## src/common/ulm_pkg.sv

```systemverilog
`default_nettype none
package ulm_pkg;
   // register word indices; byte address is four times the index
   localparam logic [2:0] ULM_IDX_DATA    = 3'h0;
   localparam logic [2:0] ULM_IDX_IEN     = 3'h1;
   localparam logic [2:0] ULM_IDX_ISID    = 3'h2;
   localparam logic [2:0] ULM_IDX_FMT     = 3'h3;
   localparam logic [2:0] ULM_IDX_MDM     = 3'h4;
   localparam logic [2:0] ULM_IDX_LSTAT   = 3'h5;
   localparam logic [2:0] ULM_IDX_MSTAT   = 3'h6;
   localparam logic [2:0] ULM_IDX_SCRATCH = 3'h7;
   // serial_line_format fields
   localparam int ULM_FMT_STB   = 2;
   localparam int ULM_FMT_PEN   = 3;
   localparam int ULM_FMT_EPS   = 4;
   localparam int ULM_FMT_STICK = 5;
   localparam int ULM_FMT_BRK   = 6;
   localparam int ULM_FMT_DLS   = 7;
   // modem_line_control fields
   localparam int ULM_MDM_TRDY  = 0;
   localparam int ULM_MDM_RREQ  = 1;
   localparam int ULM_MDM_UOUT  = 2;
   localparam int ULM_MDM_GATE  = 3;
   localparam int ULM_MDM_LOOP  = 4;
   // interrupt enable fields
   localparam int ULM_IEN_RDA   = 0;
   localparam int ULM_IEN_THRE  = 1;
   localparam int ULM_IEN_RLS   = 2;
   localparam int ULM_IEN_MS    = 3;
   // sticky line error bits
   localparam int ULM_ERR_OE    = 0;
   localparam int ULM_ERR_PE    = 1;
   localparam int ULM_ERR_FE    = 2;
   localparam int ULM_ERR_BI    = 3;
   // reset values
   localparam logic [7:0]  ULM_FMT_RST  = 8'h00;
   localparam logic [4:0]  ULM_MDM_RST  = 5'h00;
   localparam logic [15:0] ULM_DIV_RST  = 16'h0001;
   localparam logic [2:0]  ULM_PINS_RST = 3'h7;
   // interrupt identification codes
   localparam logic [3:0] ULM_IID_NONE = 4'h1;
   localparam logic [3:0] ULM_IID_RLS  = 4'h6;
   localparam logic [3:0] ULM_IID_RDA  = 4'h4;
   localparam logic [3:0] ULM_IID_CTO  = 4'hC;
   localparam logic [3:0] ULM_IID_THRE = 4'h2;
   localparam logic [3:0] ULM_IID_MS   = 4'h0;
   // timing in 16x baud ticks
   localparam int         ULM_OVS        = 16;
   localparam int         ULM_TOUT_CHARS = 4;
   localparam logic [3:0] ULM_OS_MID     = 4'h7;
   localparam logic [3:0] ULM_OS_LAST    = 4'hF;
   localparam logic [5:0] ULM_STOP1_LAST = 6'h0F;
   localparam logic [5:0] ULM_STOPH_LAST = 6'h17;
   localparam logic [5:0] ULM_STOP2_LAST = 6'h1F;
   localparam logic [3:0] ULM_BASE_BITS  = 4'h7;
   // receive queue
   localparam logic [4:0] ULM_RXQ_FULL  = 5'h10;
   localparam logic [4:0] ULM_TRIG_L0   = 5'h01;
   localparam logic [4:0] ULM_TRIG_L1   = 5'h04;
   localparam logic [4:0] ULM_TRIG_L2   = 5'h08;
   localparam logic [4:0] ULM_TRIG_L3   = 5'h0E;

   typedef enum logic [2:0] {TX_IDLE, TX_START, TX_DATA, TX_PAR,
                             TX_STOP} ulm_tx_t;
   typedef enum logic [2:0] {RX_IDLE, RX_START, RX_DATA, RX_PAR,
                             RX_STOP} ulm_rx_t;
   typedef struct packed {
      logic clear_to_send_n;
      logic set_ready_n;
      logic ring_indicator_n;
      logic carrier_detect_n;
   } ulm_modem_in_t;
   typedef struct packed {
      logic txd;
      logic terminal_ready_n;
      logic send_request_n;
   } ulm_line_out_t;
   typedef struct packed {
      logic [7:0]       fmt;
      logic [4:0]       mdm;
      logic [3:0]       ier;
      logic [7:0]       scr;
      logic [15:0]      div;
      logic [15:0]      bcnt;
      logic             fcr_en;
      logic [1:0]       trig;
      logic [7:0]       thr;
      logic             thr_full;
      logic             thre_ip;
      ulm_tx_t          tx;
      logic [7:0]       tx_sh;
      logic [5:0]       tx_os;
      logic [2:0]       tx_bit;
      logic             tx_par;
      ulm_rx_t          rx;
      logic [7:0]       rx_sh;
      logic [3:0]       rx_os;
      logic [2:0]       rx_bit;
      logic             rx_pe;
      logic             rx_pb;
      logic             rx_prev;
      logic [15:0][7:0] rxq;
      logic [3:0]       rq_rd;
      logic [3:0]       rq_wr;
      logic [4:0]       rq_cnt;
      logic [9:0]       tout;
      logic             cto;
      logic [3:0]       lsr_err;
      logic [3:0]       ms_prev;
      logic             ms_ok;
      logic [3:0]       ms_d;
      logic [7:0]       rdata;
      logic [3:0]       snap;
      ulm_line_out_t    pins;
   } ulm_state_t;
endpackage : ulm_pkg
`default_nettype wire

```

## src/design/ulm_serial_ctrl.sv

```systemverilog
`timescale 1ns/10ps
`default_nettype none
////////////////////////////////////////////////////////////////////////////
// Contract
// interrupt id bits 4 and 5 always read as zero.
// interrupt id bits 6 and 7 read one when FIFO mode is on.
// id code encodes highest pending source in fixed priority order.
// FIFO mode timeout after four idle character times with data held.
// transmit-empty interrupt cleared by id read or holding write.
// format bits 1:0 select five to eight data bits.
// format bit 2 gives two stop bits, 1.5 for five-bit words.
// receiver checks only the first stop bit.
// format bit 3 adds and checks a parity bit after data.
// format bit 4 selects even parity, clear gives odd.
// format bit 5 makes parity a fixed level opposite bit 4.
// format bit 6 holds transmit output low while set.
// format bit 7 switches offsets 0 and 1 to divisor latches.
// control bit 0 drives terminal ready pin inverted.
// control bit 1 drives send request pin inverted.
// control bit 2 is plain storage without a pin.
// control bit 3 enables the interrupt output driver.
// loopback marks transmit pin and feeds transmitter into receiver.
// loopback routes control bits to modem inputs, pins held high.
// loopback modem interrupts come from control bits, still enabled.
// control register bits 7:5 always read zero.
// id bit 0 reads zero when any enabled interrupt pends.
// id value stays frozen for the whole host read.
// timeout character time follows word, parity and stop settings.
////////////////////////////////////////////////////////////////////////////
module ulm_serial_ctrl
   import ulm_pkg::*;
(
   input  wire logic          sys_clk,   // system clock
   input  wire logic          sys_rst,   // synchronous reset, high
   input  wire logic          psel,      // apb select
   input  wire logic          penable,   // apb access phase
   input  wire logic          pwrite,    // apb write
   input  wire logic [11:0]   paddr,     // apb byte address
   input  wire logic [31:0]   pwdata,    // apb write data
   output logic      [31:0]   prdata,    // apb read data
   output logic               pready,    // apb ready
   output logic               pslverr,   // apb error
   input  wire logic          rxd,       // serial input
   input  wire ulm_modem_in_t modem_in,  // modem status pins
   output var ulm_line_out_t  line_out,  // serial and modem outputs
   output logic               irq,       // interrupt request
   output logic               irq_oe     // interrupt driver enable
);

   ulm_state_t s;
   ulm_state_t n;
   logic [2:0] idx;
   logic       bad;
   logic       setup;
   logic       wr;
   logic       rd;
   logic       isid_setup;
   logic       divisor_latch_select;
   logic       loop;
   logic       baud_tick;
   logic       serial;
   logic       rx_in;
   logic       pop;
   logic       push;
   logic       push_ok;
   logic       qfull;
   logic       flush;
   logic       rda;
   logic [2:0] wlast;
   logic [7:0] dmask;
   logic [5:0] stop_last;
   logic [5:0] tx_last;
   logic [3:0] nbits;
   logic [9:0] tlim;
   logic [4:0] trig_lvl;
   logic [3:0] iid;
   logic [3:0] msv;
   logic [7:0] lsr;

   function automatic logic par_bit(input logic [7:0] d,
                                    input logic [7:0] m,
                                    input logic       ev,
                                    input logic       st);
      // stick parity level
      if (st)
         par_bit = ~ev;
      // odd or even
      else
         par_bit = (^(d & m)) ^ ~ev;
   endfunction : par_bit

   ////////////////////////////////////////////////////////////////////////
   // bus decode

   assign idx        = paddr[4:2];
   assign bad        = (|paddr[11:5]) | (|paddr[1:0]);
   assign setup      = psel & ~penable;
   assign wr         = psel & penable & ~bad & pwrite;
   assign rd         = psel & penable & ~bad & ~pwrite;
   assign isid_setup = setup & ~pwrite & ~bad & (idx == ULM_IDX_ISID);
   assign pready     = 1'b1;
   assign pslverr    = psel & penable & bad;
   assign prdata     = {24'h000000, s.rdata};
   assign divisor_latch_select       = s.fmt[ULM_FMT_DLS];
   assign loop       = s.mdm[ULM_MDM_LOOP];
   assign line_out   = s.pins;
   // interrupt driver gate
   assign irq_oe     = s.mdm[ULM_MDM_GATE];
   assign irq        = (iid != ULM_IID_NONE);

   ////////////////////////////////////////////////////////////////////////
   // character format

   assign baud_tick = (s.bcnt <= 16'h0001);
   // word length end
   assign wlast = 3'h4 + {1'b0, s.fmt[1:0]};
   assign dmask = 8'hFF >> (2'h3 - s.fmt[1:0]);
   // stop bit length
   assign stop_last = ~s.fmt[ULM_FMT_STB] ? ULM_STOP1_LAST :
                      (s.fmt[1:0] == 2'h0) ? ULM_STOPH_LAST :
                      ULM_STOP2_LAST;
   assign tx_last = (s.tx == TX_STOP) ? stop_last : {2'h0, ULM_OS_LAST};
   // character time
   assign nbits = ULM_BASE_BITS + {2'h0, s.fmt[1:0]}
                + {3'h0, s.fmt[ULM_FMT_PEN]} + {3'h0, s.fmt[ULM_FMT_STB]};
   assign tlim  = 10'(nbits * ULM_OVS * ULM_TOUT_CHARS);

   always_comb begin
      case (s.tx)
         TX_START: serial = 1'b0;
         TX_DATA:  serial = s.tx_sh[0];
         TX_PAR:   serial = s.tx_par;
         default:  serial = 1'b1;
      endcase
      // break forces spacing
      if (s.fmt[ULM_FMT_BRK])
         serial = 1'b0;
   end

   // loop serial path
   assign rx_in = loop ? serial : rxd;
   // loop modem inputs
   assign msv = loop ? {s.mdm[ULM_MDM_GATE], s.mdm[ULM_MDM_UOUT],
                        s.mdm[ULM_MDM_TRDY], s.mdm[ULM_MDM_RREQ]}
                     : ~{modem_in.carrier_detect_n,
                         modem_in.ring_indicator_n,
                         modem_in.set_ready_n,
                         modem_in.clear_to_send_n};

   ////////////////////////////////////////////////////////////////////////
   // receive queue and interrupt priority

   always_comb begin
      case (s.trig)
         2'h0:    trig_lvl = ULM_TRIG_L0;
         2'h1:    trig_lvl = ULM_TRIG_L1;
         2'h2:    trig_lvl = ULM_TRIG_L2;
         default: trig_lvl = ULM_TRIG_L3;
      endcase
   end

   assign rda     = s.fcr_en ? (s.rq_cnt >= trig_lvl) : (s.rq_cnt != 5'h00);
   assign qfull   = s.fcr_en ? (s.rq_cnt == ULM_RXQ_FULL)
                             : (s.rq_cnt != 5'h00);
   assign pop     = rd & (idx == ULM_IDX_DATA) & ~divisor_latch_select & (s.rq_cnt != 5'h00);
   assign push    = baud_tick & (s.rx == RX_STOP) & (s.rx_os == ULM_OS_MID);
   assign push_ok = push & (~qfull | pop);
   assign flush   = wr & (idx == ULM_IDX_ISID)
                  & ((pwdata[0] != s.fcr_en) | pwdata[1]);
   assign lsr = {s.fcr_en & (|s.lsr_err[3:1]),
                 ~s.thr_full & (s.tx == TX_IDLE),
                 ~s.thr_full, s.lsr_err, (s.rq_cnt != 5'h00)};

   always_comb begin
      // priority encode
      if (s.ier[ULM_IEN_RLS] & (|s.lsr_err))
         iid = ULM_IID_RLS;
      else if (s.ier[ULM_IEN_RDA] & s.cto)
         iid = ULM_IID_CTO;
      else if (s.ier[ULM_IEN_RDA] & rda)
         iid = ULM_IID_RDA;
      else if (s.ier[ULM_IEN_THRE] & s.thre_ip)
         iid = ULM_IID_THRE;
      // modem events stay enable gated
      else if (s.ier[ULM_IEN_MS] & (|s.ms_d))
         iid = ULM_IID_MS;
      else
         iid = ULM_IID_NONE;
   end

   ////////////////////////////////////////////////////////////////////////
   // next state

   always_comb begin
      n = s;
      n.bcnt = baud_tick ? s.div : s.bcnt - 16'h0001;

      // read value frozen at setup
      if (setup & ~pwrite & ~bad) begin
         n.snap = ULM_IID_NONE;
         case (idx)
            ULM_IDX_DATA:
               n.rdata = divisor_latch_select ? s.div[7:0] : s.rxq[s.rq_rd];
            ULM_IDX_IEN:
               n.rdata = divisor_latch_select ? s.div[15:8] : {4'h0, s.ier};
            ULM_IDX_ISID: begin
               // identification byte
               n.rdata = {{2{s.fcr_en}}, 2'h0, iid};
               n.snap  = iid;
            end
            ULM_IDX_FMT:   n.rdata = s.fmt;
            // upper control bits zero
            ULM_IDX_MDM:   n.rdata = {3'h0, s.mdm};
            ULM_IDX_LSTAT: n.rdata = lsr;
            ULM_IDX_MSTAT: n.rdata = {msv, s.ms_d};
            default:       n.rdata = s.scr;
         endcase
      end

      // read side effects; hardware sets below win
      if (rd & (idx == ULM_IDX_LSTAT))
         n.lsr_err = 4'h0;
      if (rd & (idx == ULM_IDX_MSTAT))
         n.ms_d = 4'h0;
      // id read clears transmit empty
      if (rd & (idx == ULM_IDX_ISID) & (s.snap == ULM_IID_THRE))
         n.thre_ip = 1'b0;

      // transmitter
      case (s.tx)
         TX_IDLE: begin
            if (s.thr_full) begin
               n.tx       = TX_START;
               n.tx_sh    = s.thr;
               // parity generated
               n.tx_par   = par_bit(s.thr, dmask, s.fmt[ULM_FMT_EPS],
                                    s.fmt[ULM_FMT_STICK]);
               n.tx_os    = 6'h00;
               n.thr_full = 1'b0;
               n.thre_ip  = 1'b1;
            end
         end
         TX_START, TX_DATA, TX_PAR, TX_STOP: begin
            if (baud_tick) begin
               n.tx_os = s.tx_os + 6'h01;
               if (s.tx_os == tx_last) begin
                  n.tx_os = 6'h00;
                  if (s.tx == TX_START) begin
                     n.tx     = TX_DATA;
                     n.tx_bit = 3'h0;
                  end else if (s.tx == TX_DATA) begin
                     n.tx_sh  = s.tx_sh >> 1;
                     n.tx_bit = s.tx_bit + 3'h1;
                     if (s.tx_bit == wlast)
                        n.tx = s.fmt[ULM_FMT_PEN] ? TX_PAR : TX_STOP;
                  end else if (s.tx == TX_PAR) begin
                     n.tx = TX_STOP;
                  end else begin
                     n.tx = TX_IDLE;
                  end
               end
            end
         end
         default: n.tx = TX_IDLE;
      endcase

      // receiver
      if (baud_tick)
         n.rx_prev = rx_in;
      if (baud_tick) begin
         case (s.rx)
            RX_IDLE: begin
               if (s.rx_prev & ~rx_in) begin
                  n.rx     = RX_START;
                  n.rx_os  = 4'h0;
                  n.rx_sh  = 8'h00;
                  n.rx_bit = 3'h0;
                  n.rx_pe  = 1'b0;
                  n.rx_pb  = 1'b0;
               end
            end
            RX_START: begin
               n.rx_os = s.rx_os + 4'h1;
               if ((s.rx_os == ULM_OS_MID) & rx_in)
                  n.rx = RX_IDLE;
               else if (s.rx_os == ULM_OS_LAST)
                  n.rx = RX_DATA;
            end
            RX_DATA: begin
               n.rx_os = s.rx_os + 4'h1;
               if (s.rx_os == ULM_OS_MID)
                  n.rx_sh[s.rx_bit] = rx_in;
               if (s.rx_os == ULM_OS_LAST) begin
                  n.rx_bit = s.rx_bit + 3'h1;
                  if (s.rx_bit == wlast)
                     n.rx = s.fmt[ULM_FMT_PEN] ? RX_PAR : RX_STOP;
               end
            end
            RX_PAR: begin
               n.rx_os = s.rx_os + 4'h1;
               // parity checked
               if (s.rx_os == ULM_OS_MID) begin
                  n.rx_pb = rx_in;
                  n.rx_pe = rx_in ^ par_bit(s.rx_sh, dmask,
                                            s.fmt[ULM_FMT_EPS],
                                            s.fmt[ULM_FMT_STICK]);
               end
               if (s.rx_os == ULM_OS_LAST)
                  n.rx = RX_STOP;
            end
            RX_STOP: begin
               n.rx_os = s.rx_os + 4'h1;
               // only first stop bit sampled
               if (s.rx_os == ULM_OS_MID)
                  n.rx = RX_IDLE;
            end
            default: n.rx = RX_IDLE;
         endcase
      end
      if (push) begin
         if (~rx_in)
            n.lsr_err[ULM_ERR_FE] = 1'b1;
         if (~rx_in & (s.rx_sh == 8'h00) & ~s.rx_pb)
            n.lsr_err[ULM_ERR_BI] = 1'b1;
         if (s.rx_pe)
            n.lsr_err[ULM_ERR_PE] = 1'b1;
      end

      // modem change detection
      n.ms_prev = msv;
      n.ms_ok   = 1'b1;
      if (s.ms_ok)
         n.ms_d = n.ms_d | {msv[3] ^ s.ms_prev[3], s.ms_prev[2] & ~msv[2],
                            msv[1] ^ s.ms_prev[1], msv[0] ^ s.ms_prev[0]};

      // divisor select decode
      if (wr) begin
         case (idx)
            ULM_IDX_DATA: begin
               if (divisor_latch_select) begin
                  n.div[7:0] = pwdata[7:0];
                  n.bcnt     = {s.div[15:8], pwdata[7:0]};
               end else begin
                  n.thr      = pwdata[7:0];
                  n.thr_full = 1'b1;
                  // holding write clears
                  n.thre_ip  = 1'b0;
               end
            end
            ULM_IDX_IEN: begin
               if (divisor_latch_select) begin
                  n.div[15:8] = pwdata[7:0];
                  n.bcnt      = {pwdata[7:0], s.div[7:0]};
               end else begin
                  n.ier = pwdata[3:0];
                  if (~s.ier[ULM_IEN_THRE] & pwdata[ULM_IEN_THRE]
                      & ~s.thr_full)
                     n.thre_ip = 1'b1;
               end
            end
            ULM_IDX_ISID: begin
               n.fcr_en = pwdata[0];
               n.trig   = pwdata[7:6];
            end
            ULM_IDX_FMT:     n.fmt = pwdata[7:0];
            // storage bit kept in register
            ULM_IDX_MDM:     n.mdm = pwdata[4:0];
            ULM_IDX_SCRATCH: n.scr = pwdata[7:0];
            default: ;
         endcase
      end

      // receive queue
      if (flush) begin
         n.rq_rd  = 4'h0;
         n.rq_wr  = 4'h0;
         n.rq_cnt = 5'h00;
      end else begin
         if (pop)
            n.rq_rd = s.rq_rd + 4'h1;
         if (push_ok) begin
            n.rxq[s.rq_wr] = s.rx_sh;
            n.rq_wr        = s.rq_wr + 4'h1;
         end else if (push & ~s.fcr_en) begin
            n.rxq[s.rq_rd] = s.rx_sh;
         end
         if (push & qfull & ~pop)
            n.lsr_err[ULM_ERR_OE] = 1'b1;
         n.rq_cnt = s.rq_cnt + {4'h0, push_ok} - {4'h0, pop};
      end

      // character timeout
      if (~n.fcr_en | (n.rq_cnt == 5'h00) | push | pop)
         n.tout = 10'h000;
      else if (baud_tick & (s.tout != tlim))
         n.tout = s.tout + 10'h001;
      if (pop | (n.rq_cnt == 5'h00) | ~n.fcr_en)
         n.cto = 1'b0;
      else if (s.tout == tlim)
         n.cto = 1'b1;

      // output pins
      n.pins.txd              = loop | serial;
      n.pins.terminal_ready_n = loop | ~s.mdm[ULM_MDM_TRDY];
      n.pins.send_request_n   = loop | ~s.mdm[ULM_MDM_RREQ];
   end

   always_ff @(posedge sys_clk) begin
      if (sys_rst) begin
         s      <= '0;
         s.fmt  <= ULM_FMT_RST;
         s.mdm  <= ULM_MDM_RST;
         s.div  <= ULM_DIV_RST;
         s.snap <= ULM_IID_NONE;
         s.pins <= ULM_PINS_RST;
      end else begin
         s <= n;
      end
   end

   ////////////////////////////////////////////////////////////////////////
   // checks

   chk_iid_zero_bits: assert property (
      @(posedge sys_clk) disable iff (sys_rst)
      isid_setup |=> prdata[5:4] == 2'h0)
      else $error("id bits 5:4 not zero");

   chk_iid_fifo_bits: assert property (
      @(posedge sys_clk) disable iff (sys_rst)
      isid_setup |=> prdata[7:6] == {2{$past(s.fcr_en)}})
      else $error("id bits 7:6 do not follow fifo enable");

   chk_iid_priority: assert property (
      @(posedge sys_clk) disable iff (sys_rst)
      (iid == ULM_IID_THRE) |-> !(s.cto && s.ier[ULM_IEN_RDA])
         && !(s.ier[ULM_IEN_RLS] && (|s.lsr_err)))
      else $error("lower source reported over higher");

   chk_iid_pending: assert property (
      @(posedge sys_clk) disable iff (sys_rst)
      isid_setup |=> prdata[0] == !$past(irq))
      else $error("id bit 0 disagrees with pending state");

   chk_cto_data: assert property (
      @(posedge sys_clk) disable iff (sys_rst)
      s.cto |-> s.fcr_en && (s.rq_cnt != 5'h00))
      else $error("timeout without queued data");

   chk_thre_clear: assert property (
      @(posedge sys_clk) disable iff (sys_rst)
      wr && (idx == ULM_IDX_DATA) && !divisor_latch_select |=> !s.thre_ip && s.thr_full)
      else $error("holding write did not clear empty flag");

   chk_break_hold: assert property (
      @(posedge sys_clk) disable iff (sys_rst)
      s.fmt[ULM_FMT_BRK] && !loop |=> !line_out.txd)
      else $error("break did not hold transmit low");

   chk_ready_pins: assert property (
      @(posedge sys_clk) disable iff (sys_rst)
      !loop |=> line_out.terminal_ready_n == !$past(s.mdm[ULM_MDM_TRDY])
         && line_out.send_request_n == !$past(s.mdm[ULM_MDM_RREQ]))
      else $error("modem pins do not follow control bits");

   chk_loop_pins: assert property (
      @(posedge sys_clk) disable iff (sys_rst)
      loop |=> line_out.txd && line_out.terminal_ready_n
         && line_out.send_request_n)
      else $error("loopback pins not held high");

   chk_mdm_read_zero: assert property (
      @(posedge sys_clk) disable iff (sys_rst)
      setup && !pwrite && !bad && (idx == ULM_IDX_MDM)
         |=> prdata[7:5] == 3'h0)
      else $error("control bits 7:5 read nonzero");

endmodule : ulm_serial_ctrl
`default_nettype wire

```

## config.mk

```make
export PLATFORM = sky130hd
export DESIGN_NAME = ulm_serial_ctrl
export DESIGN_NICKNAME = d
export VERILOG_FILES = /design/src/common/ulm_pkg.sv /design/src/design/ulm_serial_ctrl.sv
export SDC_FILE = /design/constraint.sdc
export NUM_CORES = 1
export LEC_CHECK = 0
export BUFFER_PORTS_ARGS = -buffer_cell sky130_fd_sc_hd__buf_2
export CAP_MARGIN = 5
export CORE_MARGIN = 3
export CORE_UTILIZATION = 55
export CTS_BUF_LIST = sky130_fd_sc_hd__clkbuf_8
export CTS_CLUSTER_SIZE = 10
export DETAILED_ROUTE_END_ITERATION = 8
export HOLD_SLACK_MARGIN = 0.12
export PLACE_DENSITY = 0.72
export SYNTH_ARGS = -nofsm -noshare
export SYNTH_HDL_FRONTEND = slang
export SYNTH_SLANG_ARGS = --single-unit
```

## constraint.sdc

```tcl
create_clock -name sys_clk -period 10.2 [get_ports sys_clk]
set_input_delay 0.51 -clock sys_clk [delete_from_list [all_inputs] [get_ports sys_clk]]
set_output_delay 0.51 -clock sys_clk [all_outputs]
set_load 0.005 [all_outputs]
```

==> results of run 1 <==
-- power breakdown --
part	internal [uW]	switching [uW]	total, uW
Sequential	1170	32.1	1200
Combinational	139	248	387
Clock	571	474	1040
-- per-stage QoR --
step | cells | cell area (um2)
floorplan | 1734 | 15300
global placement | 1980 | 15300
detailed placement | 1980 | 15300
CTS | 2065 | 16300
global route | 2065 | 16300
finish | 2065 | 16300
-- per-layer routing --
metal  GRT usage [%]  vias up
li1                -     5973
met1            34.7     6093
met2            44.6      450
met3            4.39      116
met4            10.3        0
met5               0        -
-- cell families after synthesis --
| family | after synthesis |
|---|---|
| compound gates | 291 |
| xor+xnor | 57 |
| fa+ha+maj | 34 |
| buf+inv | 197 |
| flops | 292 |
| mux | 217 |
| other cells | 2 |
| simple gates | 621 |
-- cell usage after synthesis, types with 8 or more instances --
cell type | count | area, um2
dfxtp_1 | 292 | 5850
nor3b_1 | 9 | 67.6
o22ai_1 | 17 | 106
nor4_1 | 12 | 75.1
inv_1 | 45 | 169
a21oi_1 | 76 | 380
a31oi_1 | 16 | 100
nand2_1 | 256 | 961
nand4_1 | 18 | 113
nor2_1 | 129 | 484
nor4b_1 | 8 | 70.1
ha_1 | 32 | 400
nand2_4 | 9 | 101
buf_1 | 10 | 37.5
nor3_1 | 46 | 230
clkbuf_1 | 95 | 357
a221oi_1 | 11 | 96.3
nor2b_1 | 17 | 106
mux2i_1 | 170 | 1700
o21ai_0 | 77 | 385
a311oi_1 | 9 | 78.8
buf_4 | 36 | 270
xnor2_1 | 26 | 228
a211oi_1 | 22 | 165
xor2_1 | 31 | 272
or3_1 | 11 | 68.8
and3_1 | 13 | 81.3
nand3_1 | 44 | 220
mux4_2 | 40 | 901
-- final cells by class --
| type | instances | share of cell area [%] |
|---|---|---|
| clock buffers | 62 | 5.24 |
| clock inverters | 23 | 0.800 |
| inverters | 47 | 1.10 |
| multi-input cells | 1245 | 52.4 |
| flip-flops and latches | 292 | 35.9 |
| well taps | 341 | 2.62 |
| repair buffers | 55 | 1.89 |
-- worst max-delay path, stage by stage, from the launching register on --
cell	delay [ps]
dfxtp_1	360
or4_1	570
nor3_1	670
nand2_1	450
buf_4	350
nor2_1	610
nand2_1	190
ha_1	330
inv_1	60
ha_1	170
inv_1	60
fa_1	390
nand2b_1	160
a21oi_1	170
o21ai_0	120
nand4_1	110
or4b_2	770
nor3_1	220
-- path summary, 6_finish.rpt --
check | cells past startpoint | start | end
worst max register to register | 17 | s[241] | s[38]
worst max-delay path | 17 | s[241] | s[38]
worst min register to register | 1 | s[279] | line_out[1]
worst min-delay path | 3 | pwdata[4] | s[271]
-- cell usage in the layout, fill, tap and decap left out, types with 6 or more instances in the layout --
cell type	count
xor2_1	31
or3_1	11
nor3b_1	9
o31ai_1	6
mux4_2	40
clkbuf_8	62
buf_2	42
nand3_1	44
buf_4	13
clkinv_2	10
mux2_2	7
and3_1	13
nor2_1	129
nor4_1	12
a31oi_1	16
a311oi_1	9
nand2_2	7
a211oi_1	22
a21oi_1	76
nor4b_1	8
nand2_4	9
nand2b_1	6
ha_1	32
conb_1	25
o22ai_1	17
a221oi_1	11
mux2i_1	170
nand4_1	18
o211ai_1	7
xnor2_1	26
a22oi_1	7
nor3_1	46
dfxtp_1	291
nand2_1	256
nor2b_1	17
inv_1	56
or4_1	7
o21ai_0	77
-- sequential cells by signal, indices dropped and copies added (netlist names) --
name / count
s: 274
loop: 1
lsr: 4
line_out: 3
prdata: 8
divisor_latch_select: 1
irq_oe: 1
==> impl_metrics.py, run 1 <==
metrics = {
    "route": {
        "wirelength_um": 40200,
        "drt-met1-wl_um": 17100,
        "first_iter_violations": 1069,
        "vias": 12600,
        "drc": 0,
        "wl_met2_um": 19000,
        "top_layer_used": "met4",
        "firstDrtPassIters": 6,
        "met3_length_um": 2630,
        "wl_per_cell_um": 19.5,
        "post_drt_via_cell_ratio": 6.12,
        "ant_nets": 0,
    },
    "critical_path": {
        "required_ps": 10670,
        "cp-end-kind": "flop",
        "worstPathArrival_ps": 6330,
        "crit_type": "reg2reg",
        "r2r_slack_ps": 4340,
        "crit_fanout": 18,
        "critPathLaunchType": "flop",
    },
    "outcome": {
        "status": "complete, no violations",
    },
    "min_path": {
        "hold_path.class": "in2reg",
    },
    "clocking": {
        "cts-htree-levels": 2,
        "cts_num_sinks": 292,
        "cts_made_buffers": 49,
        "cts_setup_buffers": 0,
        "cts.clk_slew.worst_paths_ps": 60,
        "hold_buffers": 0,
        "clk_latency_ps": 560,
        "cts_resized": 0,
        "cts_tree": "done",
        "cts.path.max_buffers": 3,
        "cts_root_buf": "clkbuf_8",
    },
    "floorplan": {
        "core_region_area_um2": 27000,
        "die_x_um": 172,
        "start_util_pct": 56.2,
        "io-pin-count": 93,
        "rows": 60,
        "die_area_um2": 29700,
        "die_y_um": 172,
    },
    "sta": {
        "fmax_mhz": 171,
        "report.final.setup_viol": 0,
        "hold_slack_ps": 333,
        "min_period_ps": 5860,
        "fin_worst_skew_ps": 16.4,
        "rsz0062_at_grt": "false",
        "finalHoldViolCount": 0,
        "slew_headroom_pct": 32.6,
        "tns_ps": 0,
        "max_slew.worst_pin.slew_ps": 1010,
        "setup_ws_ps": 4340,
        "maxSlewViolCount": 0,
        "period_share_pct": 57.4,
    },
    "logic_synthesis": {
        "synthMuxAreaShare_pct": 17.6,
        "synthesis.area_um2": 15200,
        "synth_edf_count": 0,
        "yosys_most_used_dff": "dfxtp_1",
        "ys_seq_area_share_pct": 38.5,
        "synth_fa_ha_area_share_pct": 2.90,
        "avgSynthCellArea_um2": 8.88,
        "synth_top_family_by_area": "simple AND/OR/NAND/NOR gates",
        "synth-simple-area-share_pct": 19.6,
        "synth_compound_area_share_pct": 12.1,
        "postSynthCellCount": 1711,
        "ys_ff_latch": 292,
        "async_flop_share_pct": 0,
        "synth-xor-area-share_pct": 3.28,
        "ys_warn_count": 0,
        "ys_types": 79,
    },
    "global_routing": {
        "grt_max_degree": 106,
        "grt_usage_pct": 26.7,
        "grt_pass1_wl_um": 63500,
        "grt_pass1_vias": 12000,
        "antenna_found_initial": 0,
        "overflow": 0,
    },
    "power": {
        "powerDensity_nw_per_um2": 162,
        "p_total_uw": 2640,
        "p_leak_uw": 0.00687,
        "vdd_drop_max_uv": 103,
    },
    "place": {
        "gp_congestion": 0.939,
        "hpwl_um": 27000,
        "portBuffers": 43,
        "pre_cts_slack_ps": 4400,
    },
    "layout": {
        "area_delta_synth_final_pct": 7.09,
        "fin_util_pct": 60.2,
        "drive_gt1_share_pct": 12.2,
        "seq_area_um2": 5850,
        "antenna_cells": 0,
        "n_fill_cell": 2341,
        "multi_input_area_um2": 8530,
        "num-nets-final": 1778,
    },
    "job": {
        "cap_violations": 0,
    },
}
(Power assumes the default switching activity.)
==> inputs of run 2 (changes only) <==
- ABC_AREA: default -> 1
- PLACE_DENSITY: 0.72 -> 0.75
- clock period: 10.2 -> 4.7 ns (I/O delays scaled with it)
==> run 2 against run 1 <==
Against the previous run:
- hold slack got worse by 130 ps
- count of clock-buffer cells in the layout unchanged
- fmax increased by 41%
- non-clock buffer count increased by 12
- final cell count increased by 43%
- combinational power increased to 3.9 times the previous value
- design area increased by 9.4%
- die area increased by 8.9%
- sequential cell count unchanged
- highest routed layer unchanged
==> impl_metrics.py, run 2 <==
metrics = {
    "critical_path": {
        "cp_slowest_cell": "fa_1",
        "cp-end-kind": "flop",
        "worst_path_dominant_cell_family": "simple AND/OR/NAND/NOR gates",
        "required_ps": 5140,
        "crit_fanout": 22,
        "path_buf_inv": 4,
        "worstPathCellList": "inv_1, ha_1, nand3_1, nand2_1, nor2_2, nand3_2, nand2_4, nand2_4, ha_1, inv_1, ha_1, inv_1, fa_1, inv_1, nand3_1, nand2_1, xor2_1, nand3_1, nand3_1, nor2_1, nand2_1, a21oi_1",
        "critPathLaunchType": "flop",
        "cp_slowest_stage_delay_ps": 380,
        "worstPathArrival_ps": 4590,
        "crit_type": "reg2reg",
    },
    "logic_synthesis": {
        "yosys_most_used_dff": "dfxtp_1",
        "synth.most_common_cell": "nand2_1",
        "synthMuxAreaShare_pct": 0,
        "synthesis.area_um2": 16600,
        "ys_seq_area_share_pct": 35.2,
        "synth_compound_area_share_pct": 11.9,
        "ys_warn_count": 0,
        "ys_ff_latch": 292,
        "ys_top_cells_by_area": "dfxtp_1, nand2_1, nor2_1",
        "synth_edf_count": 0,
        "synth_commonest_cells": "nand2_1, nor2_1, dfxtp_1",
        "synth_top_family_by_area": "simple AND/OR/NAND/NOR gates",
        "avgSynthCellArea_um2": 6.54,
        "synth-simple-area-share_pct": 38.7,
        "synth_top_cell_area_share_pct": 35.2,
        "postSynthCellCount": 2537,
        "synth_fa_ha_area_share_pct": 2.65,
        "yosysTopAreaCell": "dfxtp_1",
        "async_flop_share_pct": 0,
        "synth-xor-area-share_pct": 2.32,
        "ys_types": 46,
    },
    "clocking": {
        "clk_latency_ps": 600,
        "cts_num_sinks": 292,
        "cts_root_buf": "clkbuf_8",
        "cts_tree": "done",
        "cts.path.max_buffers": 3,
        "cts_made_buffers": 50,
        "cts_setup_buffers": 0,
        "cts.clk_slew.worst_paths_ps": 60,
        "cts-htree-levels": 2,
    },
    "global_routing": {
        "antenna_found_initial": 0,
        "grt_usage_pct": 28.9,
        "grt_max_degree": 131,
        "overflow": 0,
        "grt_pass1_wl_um": 78400,
        "grt_pass1_vias": 15700,
    },
    "sta": {
        "maxSlewViolCount": 0,
        "report.final.setup_viol": 0,
        "period_share_pct": 88.3,
        "slew_headroom_pct": 24.0,
        "min_period_ps": 4150,
        "finalHoldViolCount": 0,
        "fin_worst_skew_ps": 41.5,
        "max_slew.worst_pin.slew_ps": 1130,
        "rsz0062_at_grt": "false",
        "tns_ps": 0,
        "fmax_mhz": 241,
    },
    "floorplan": {
        "rows": 62,
        "die_area_um2": 32300,
        "die_x_um": 180,
        "start_util_pct": 56.8,
        "io-pin-count": 93,
        "die_y_um": 180,
        "core_region_area_um2": 29200,
    },
    "layout": {
        "drive_gt1_share_pct": 8.28,
        "layout_common_cells": "nand2_1, nor2_1, dfxtp_1",
        "antenna_cells": 0,
        "final_common_cell": "nand2_1",
        "largest-register": "s",
        "multi_input_area_um2": 9330,
        "fin_util_pct": 60.9,
        "n_fill_cell": 2745,
        "seq_area_um2": 5850,
        "num-nets-final": 2616,
        "largest_register_ffs": 274,
        "area_delta_synth_final_pct": 7.21,
    },
    "power": {
        "p_leak_uw": 0.00758,
        "p_int_uw": 4270,
        "p_seq_share_pct": 41.7,
        "vdd_drop_max_uv": 383,
        "p_comb_share_pct": 23.3,
        "switching_share_pct": 33.2,
        "powerDensity_nw_per_um2": 359,
        "power.switching_uw": 2120,
        "p_clk_share_pct": 35.0,
    },
    "min_path": {
        "hold_path.class": "in2reg",
    },
    "route": {
        "post_drt_via_cell_ratio": 5.71,
        "wl_per_cell_um": 16.6,
        "ant_nets": 0,
        "vias": 16800,
        "wirelength_um": 49000,
        "drc": 0,
        "firstDrtPassIters": 6,
        "first_iter_violations": 1689,
    },
    "outcome": {
        "status": "complete, no violations",
    },
    "place": {
        "portBuffers": 43,
        "gp_congestion": 0.927,
        "hpwl_um": 33100,
    },
    "job": {
        "cap_violations": 0,
    },
}
[run 2: changes by cell type in the layout (fill, tap and decap cells not counted), sizes merged, moves of 72 or more]
| cell | previous run | this run |
|---|---|---|
| nand3 | 44 | 160 |
| a21oi | 76 | 148 |
| nor2 | 130 | 503 |
| nand4 | 18 | 148 |
| mux2i | 170 | 0 |
| inv | 59 | 214 |
| nand2 | 272 | 588 |
[run 2: what timing repair did]
item,CTS,global route
hold buffers,12,0
gates resized for setup,0,0
endpoints found under the hold margin,45,0
[run 2: cell type report]
| cell class | instances | area share (%) |
|---|---|---|
| clock buffers | 62 | 4.79 |
| clock inverters | 23 | 0.562 |
| inverters | 201 | 4.25 |
| multi-input cells | 1916 | 52.4 |
| flip-flops and latches | 292 | 32.8 |
| well taps | 384 | 2.70 |
| repair buffers | 67 | 2.46 |
[run 2: tightest hold or removal path, stage by stage]
cell,delay [ps]
buf_2,150
nand4_1,220
nand3_1,100
inv_1,50
[run 2: routing by layer]
layer / global-route usage [%] / up-vias / routed length, um
li1: - / 8260 / -
met1: 36.0 / 7674 / 20100
met2: 48.0 / 717 / 22500
met3: 5.05 / 159 / 3710
met4: 15.2 / 0 / 2630
met5: 0 / - / 0
[run 2: worst paths after layout]
kind	slack, ps	cells past startpoint	end	from
max	550	22	s[38]	s[41]
min	200	4	s[49]	pwrite
max reg2reg	550	22	s[38]	s[41]
min reg2reg	440	1	line_out[0]	s[280]
[run 2: through the flow]
stage | hold slack [ps] | std cells | worst slack (ps) | cell area, um2 | total power, uW
after CTS | 172 | 2945 | 621 | 17800 | 6370
after global placement | 419 | 2848 | 727 | 16700 | 4120
after detailed placement | 421 | 2848 | 531 | 16700 | 4150
final | 205 | 2945 | 552 | 17800 | 6380
after global routing | 222 | 2945 | 215 | 17800 | 6710
after floorplan | 370 | 2560 | 1520 | 16700 | 3830
[run 2: cell families after synthesis]
kind of cell               Yosys count
xor gates and xnor gates            44
DFF                                292
buffers and inverters              352
AOI/OAI and AO/OA                  365
other                                2
adders and majority gates           34
and+or+nand+nor                   1448
[run 2: power by group through the flow]
stage / Sequential, uW / Combinational (uW) / Clock [uW]
CTS: 2660 / 1460 / 2250
global route: 2680 / 1680 / 2360
global placement: 2710 / 1410 / 0
floorplan: 2700 / 1140 / 0
detailed placement: 2710 / 1440 / 0
finish: 2660 / 1490 / 2230
==> inputs of run 3 (changes only) <==
- CORE_ASPECT_RATIO: default -> 0.8
==> run 3 against run 2 <==
Against the previous run:
- register-to-register slack gained 60 ps
- non-clock buffer count fell by 2
- core utilization fell by 0.24 points
- first-iteration DRC count is 20% higher
- critical path depth unchanged
- sequential share of layout area fell by 0.15 points
- sequential cell count unchanged
- sequential power hardly changed
- setup slack improved by 57 ps
- final cell count grew 0.71%
- fmax rose by 1.4%
- clock power rose by 6%
- critical path type unchanged
==> impl_metrics.py, run 3 (same netlist as run 2, synthesis figures left out) <==
metrics = {
    "layout": {
        "multi_input_area_um2": 9330,
        "fin_util_pct": 60.6,
        "final_common_cell": "nand2_1",
        "seq_area_um2": 5850,
        "antenna_cells": 0,
        "largest-register": "s",
        "largest_register_ffs": 274,
        "n_fill_cell": 2783,
        "area_delta_synth_final_pct": 7.71,
        "layout_common_cells": "nand2_1, nor2_1, dfxtp_1",
        "drive_gt1_share_pct": 8.63,
        "num-nets-final": 2612,
    },
    "place": {
        "hpwl_um": 34500,
        "portBuffers": 43,
        "gp_congestion": 0.980,
    },
    "critical_path": {
        "cp-end-kind": "flop",
        "crit_type": "reg2reg",
        "cp_slowest_stage_delay_ps": 390,
        "worst_path_dominant_cell_family": "simple AND/OR/NAND/NOR gates",
        "path_buf_inv": 4,
        "r2r_start": "s[42]",
        "critPathLaunchType": "flop",
        "required_ps": 5140,
        "worstPathCellList": "inv_1, ha_1, nand3_1, nand2_1, nor2_2, nand3_2, nand2_4, nand2_4, ha_1, inv_1, ha_1, inv_1, fa_1, inv_1, nand3_1, nand2_1, xor2_1, nand3_1, nand3_1, nor2_1, nand2_1, a21oi_1",
        "crit_start": "s[42]",
        "crit_fanout": 22,
        "worstPathArrival_ps": 4540,
        "cp_slowest_cell": "fa_1",
    },
    "clocking": {
        "cts_tree": "done",
        "cts_root_buf": "clkbuf_8",
        "cts.path.max_buffers": 3,
        "cts-htree-levels": 2,
        "cts_setup_buffers": 0,
        "cts_resized": 0,
        "cts_made_buffers": 48,
        "cts.clk_slew.worst_paths_ps": 70,
        "cts_num_sinks": 292,
        "clk_latency_ps": 590,
    },
    "route": {
        "post_drt_via_cell_ratio": 5.76,
        "drc": 0,
        "vias": 17100,
        "firstDrtPassIters": 7,
        "first_iter_violations": 2034,
        "wl_per_cell_um": 17.1,
        "ant_nets": 0,
        "wirelength_um": 50800,
    },
    "floorplan": {
        "io-pin-count": 93,
        "rows": 56,
        "start_util_pct": 56.3,
        "die_x_um": 200,
        "core_region_area_um2": 29500,
        "die_area_um2": 32300,
        "die_y_um": 161,
    },
    "sta": {
        "slew_headroom_pct": 18.5,
        "max_slew.worst_pin.slew_ps": 1210,
        "report.final.setup_viol": 0,
        "fin_worst_skew_ps": 25.8,
        "hold_slack_ps": 133,
        "maxSlewViolCount": 0,
        "finalHoldViolCount": 0,
        "min_period_ps": 4090,
        "tns_ps": 0,
        "fmax_mhz": 244,
        "period_share_pct": 87.0,
        "rsz0062_at_grt": "false",
    },
    "power": {
        "powerDensity_nw_per_um2": 365,
        "vdd_drop_max_uv": 326,
        "p_int_uw": 4380,
        "p_leak_uw": 0.00759,
        "switching_share_pct": 33.0,
        "power.switching_uw": 2160,
        "p_seq_share_pct": 40.8,
        "p_comb_share_pct": 22.8,
        "p_clk_share_pct": 36.3,
    },
    "global_routing": {
        "grt_usage_pct": 30.2,
        "grt_max_degree": 131,
        "antenna_found_initial": 0,
        "overflow": 0,
        "grt_pass1_wl_um": 80900,
        "grt_pass1_vias": 15300,
    },
    "min_path": {
        "hold_path.class": "in2reg",
        "hp-start": "modem_in[2]",
    },
    "outcome": {
        "status": "complete, no violations",
    },
    "job": {
        "cap_violations": 0,
    },
}
## run 3: cell type report
class	instances	share of cell area [%]
inverters	201	4.23
multi-input cells	1916	52.1
flip-flops and latches	292	32.7
clock inverters	17	0.427
clock buffers	69	5.31
repair buffers	65	2.35
well taps	406	2.84
## run 3: per-layer routing
metal	wire, um	track usage [%]	part of all wire (%)
met2	21000	44.0	41
met5	0	0	0
met1	22800	45.2	45
met4	1170	8.65	2.3
met3	5820	6.19	11
## run 3: final timing paths
kind                            slack, ps          end  cells after the start
worst min-delay path                  130        s[21]                      4
worst max register to register        610        s[34]                     22
worst max-delay path                  610        s[34]                     22
worst min register to register        460  line_out[0]                      1
## run 3: worst reg2reg max path, delay by kind of cell (launching register included)
kind | cells | cell delay [ps]
buf+inv | 4 | 290
xor+xnor | 1 | 180
simple gates | 12 | 1920
compound gates | 1 | 80
fa+ha+maj | 4 | 1110
flops | 1 | 370
## run 3: power by group through the flow
stage	Clock [uW]	Sequential (uW)	Combinational [uW]
2_1_floorplan	0	2700	1140
3_3_place_gp	0	2710	1410
3_5_place_dp	0	2720	1450
4_1_cts	2380	2660	1460
5_1_grt	2500	2680	1680
6_report	2370	2670	1490
## run 3: through the flow
| stage | setup WS [ps] | instances | instance area [um2] | power (uW) |
|---|---|---|---|---|
| floorplan | 1520 | 2560 | 16700 | 3830 |
| global placement | 720 | 2869 | 16700 | 4120 |
| detailed placement | 631 | 2869 | 16700 | 4170 |
| CTS | 680 | 2966 | 17900 | 6510 |
| global route | 290 | 2966 | 17900 | 6850 |
| finish | 609 | 2966 | 17900 | 6530 |
## run 3: what timing repair did
action / in CTS / in global routing
hold endpoints to repair: 42 / 0
endpoints found under the setup margin: 0 / 0
hold buffers: 11 / 0
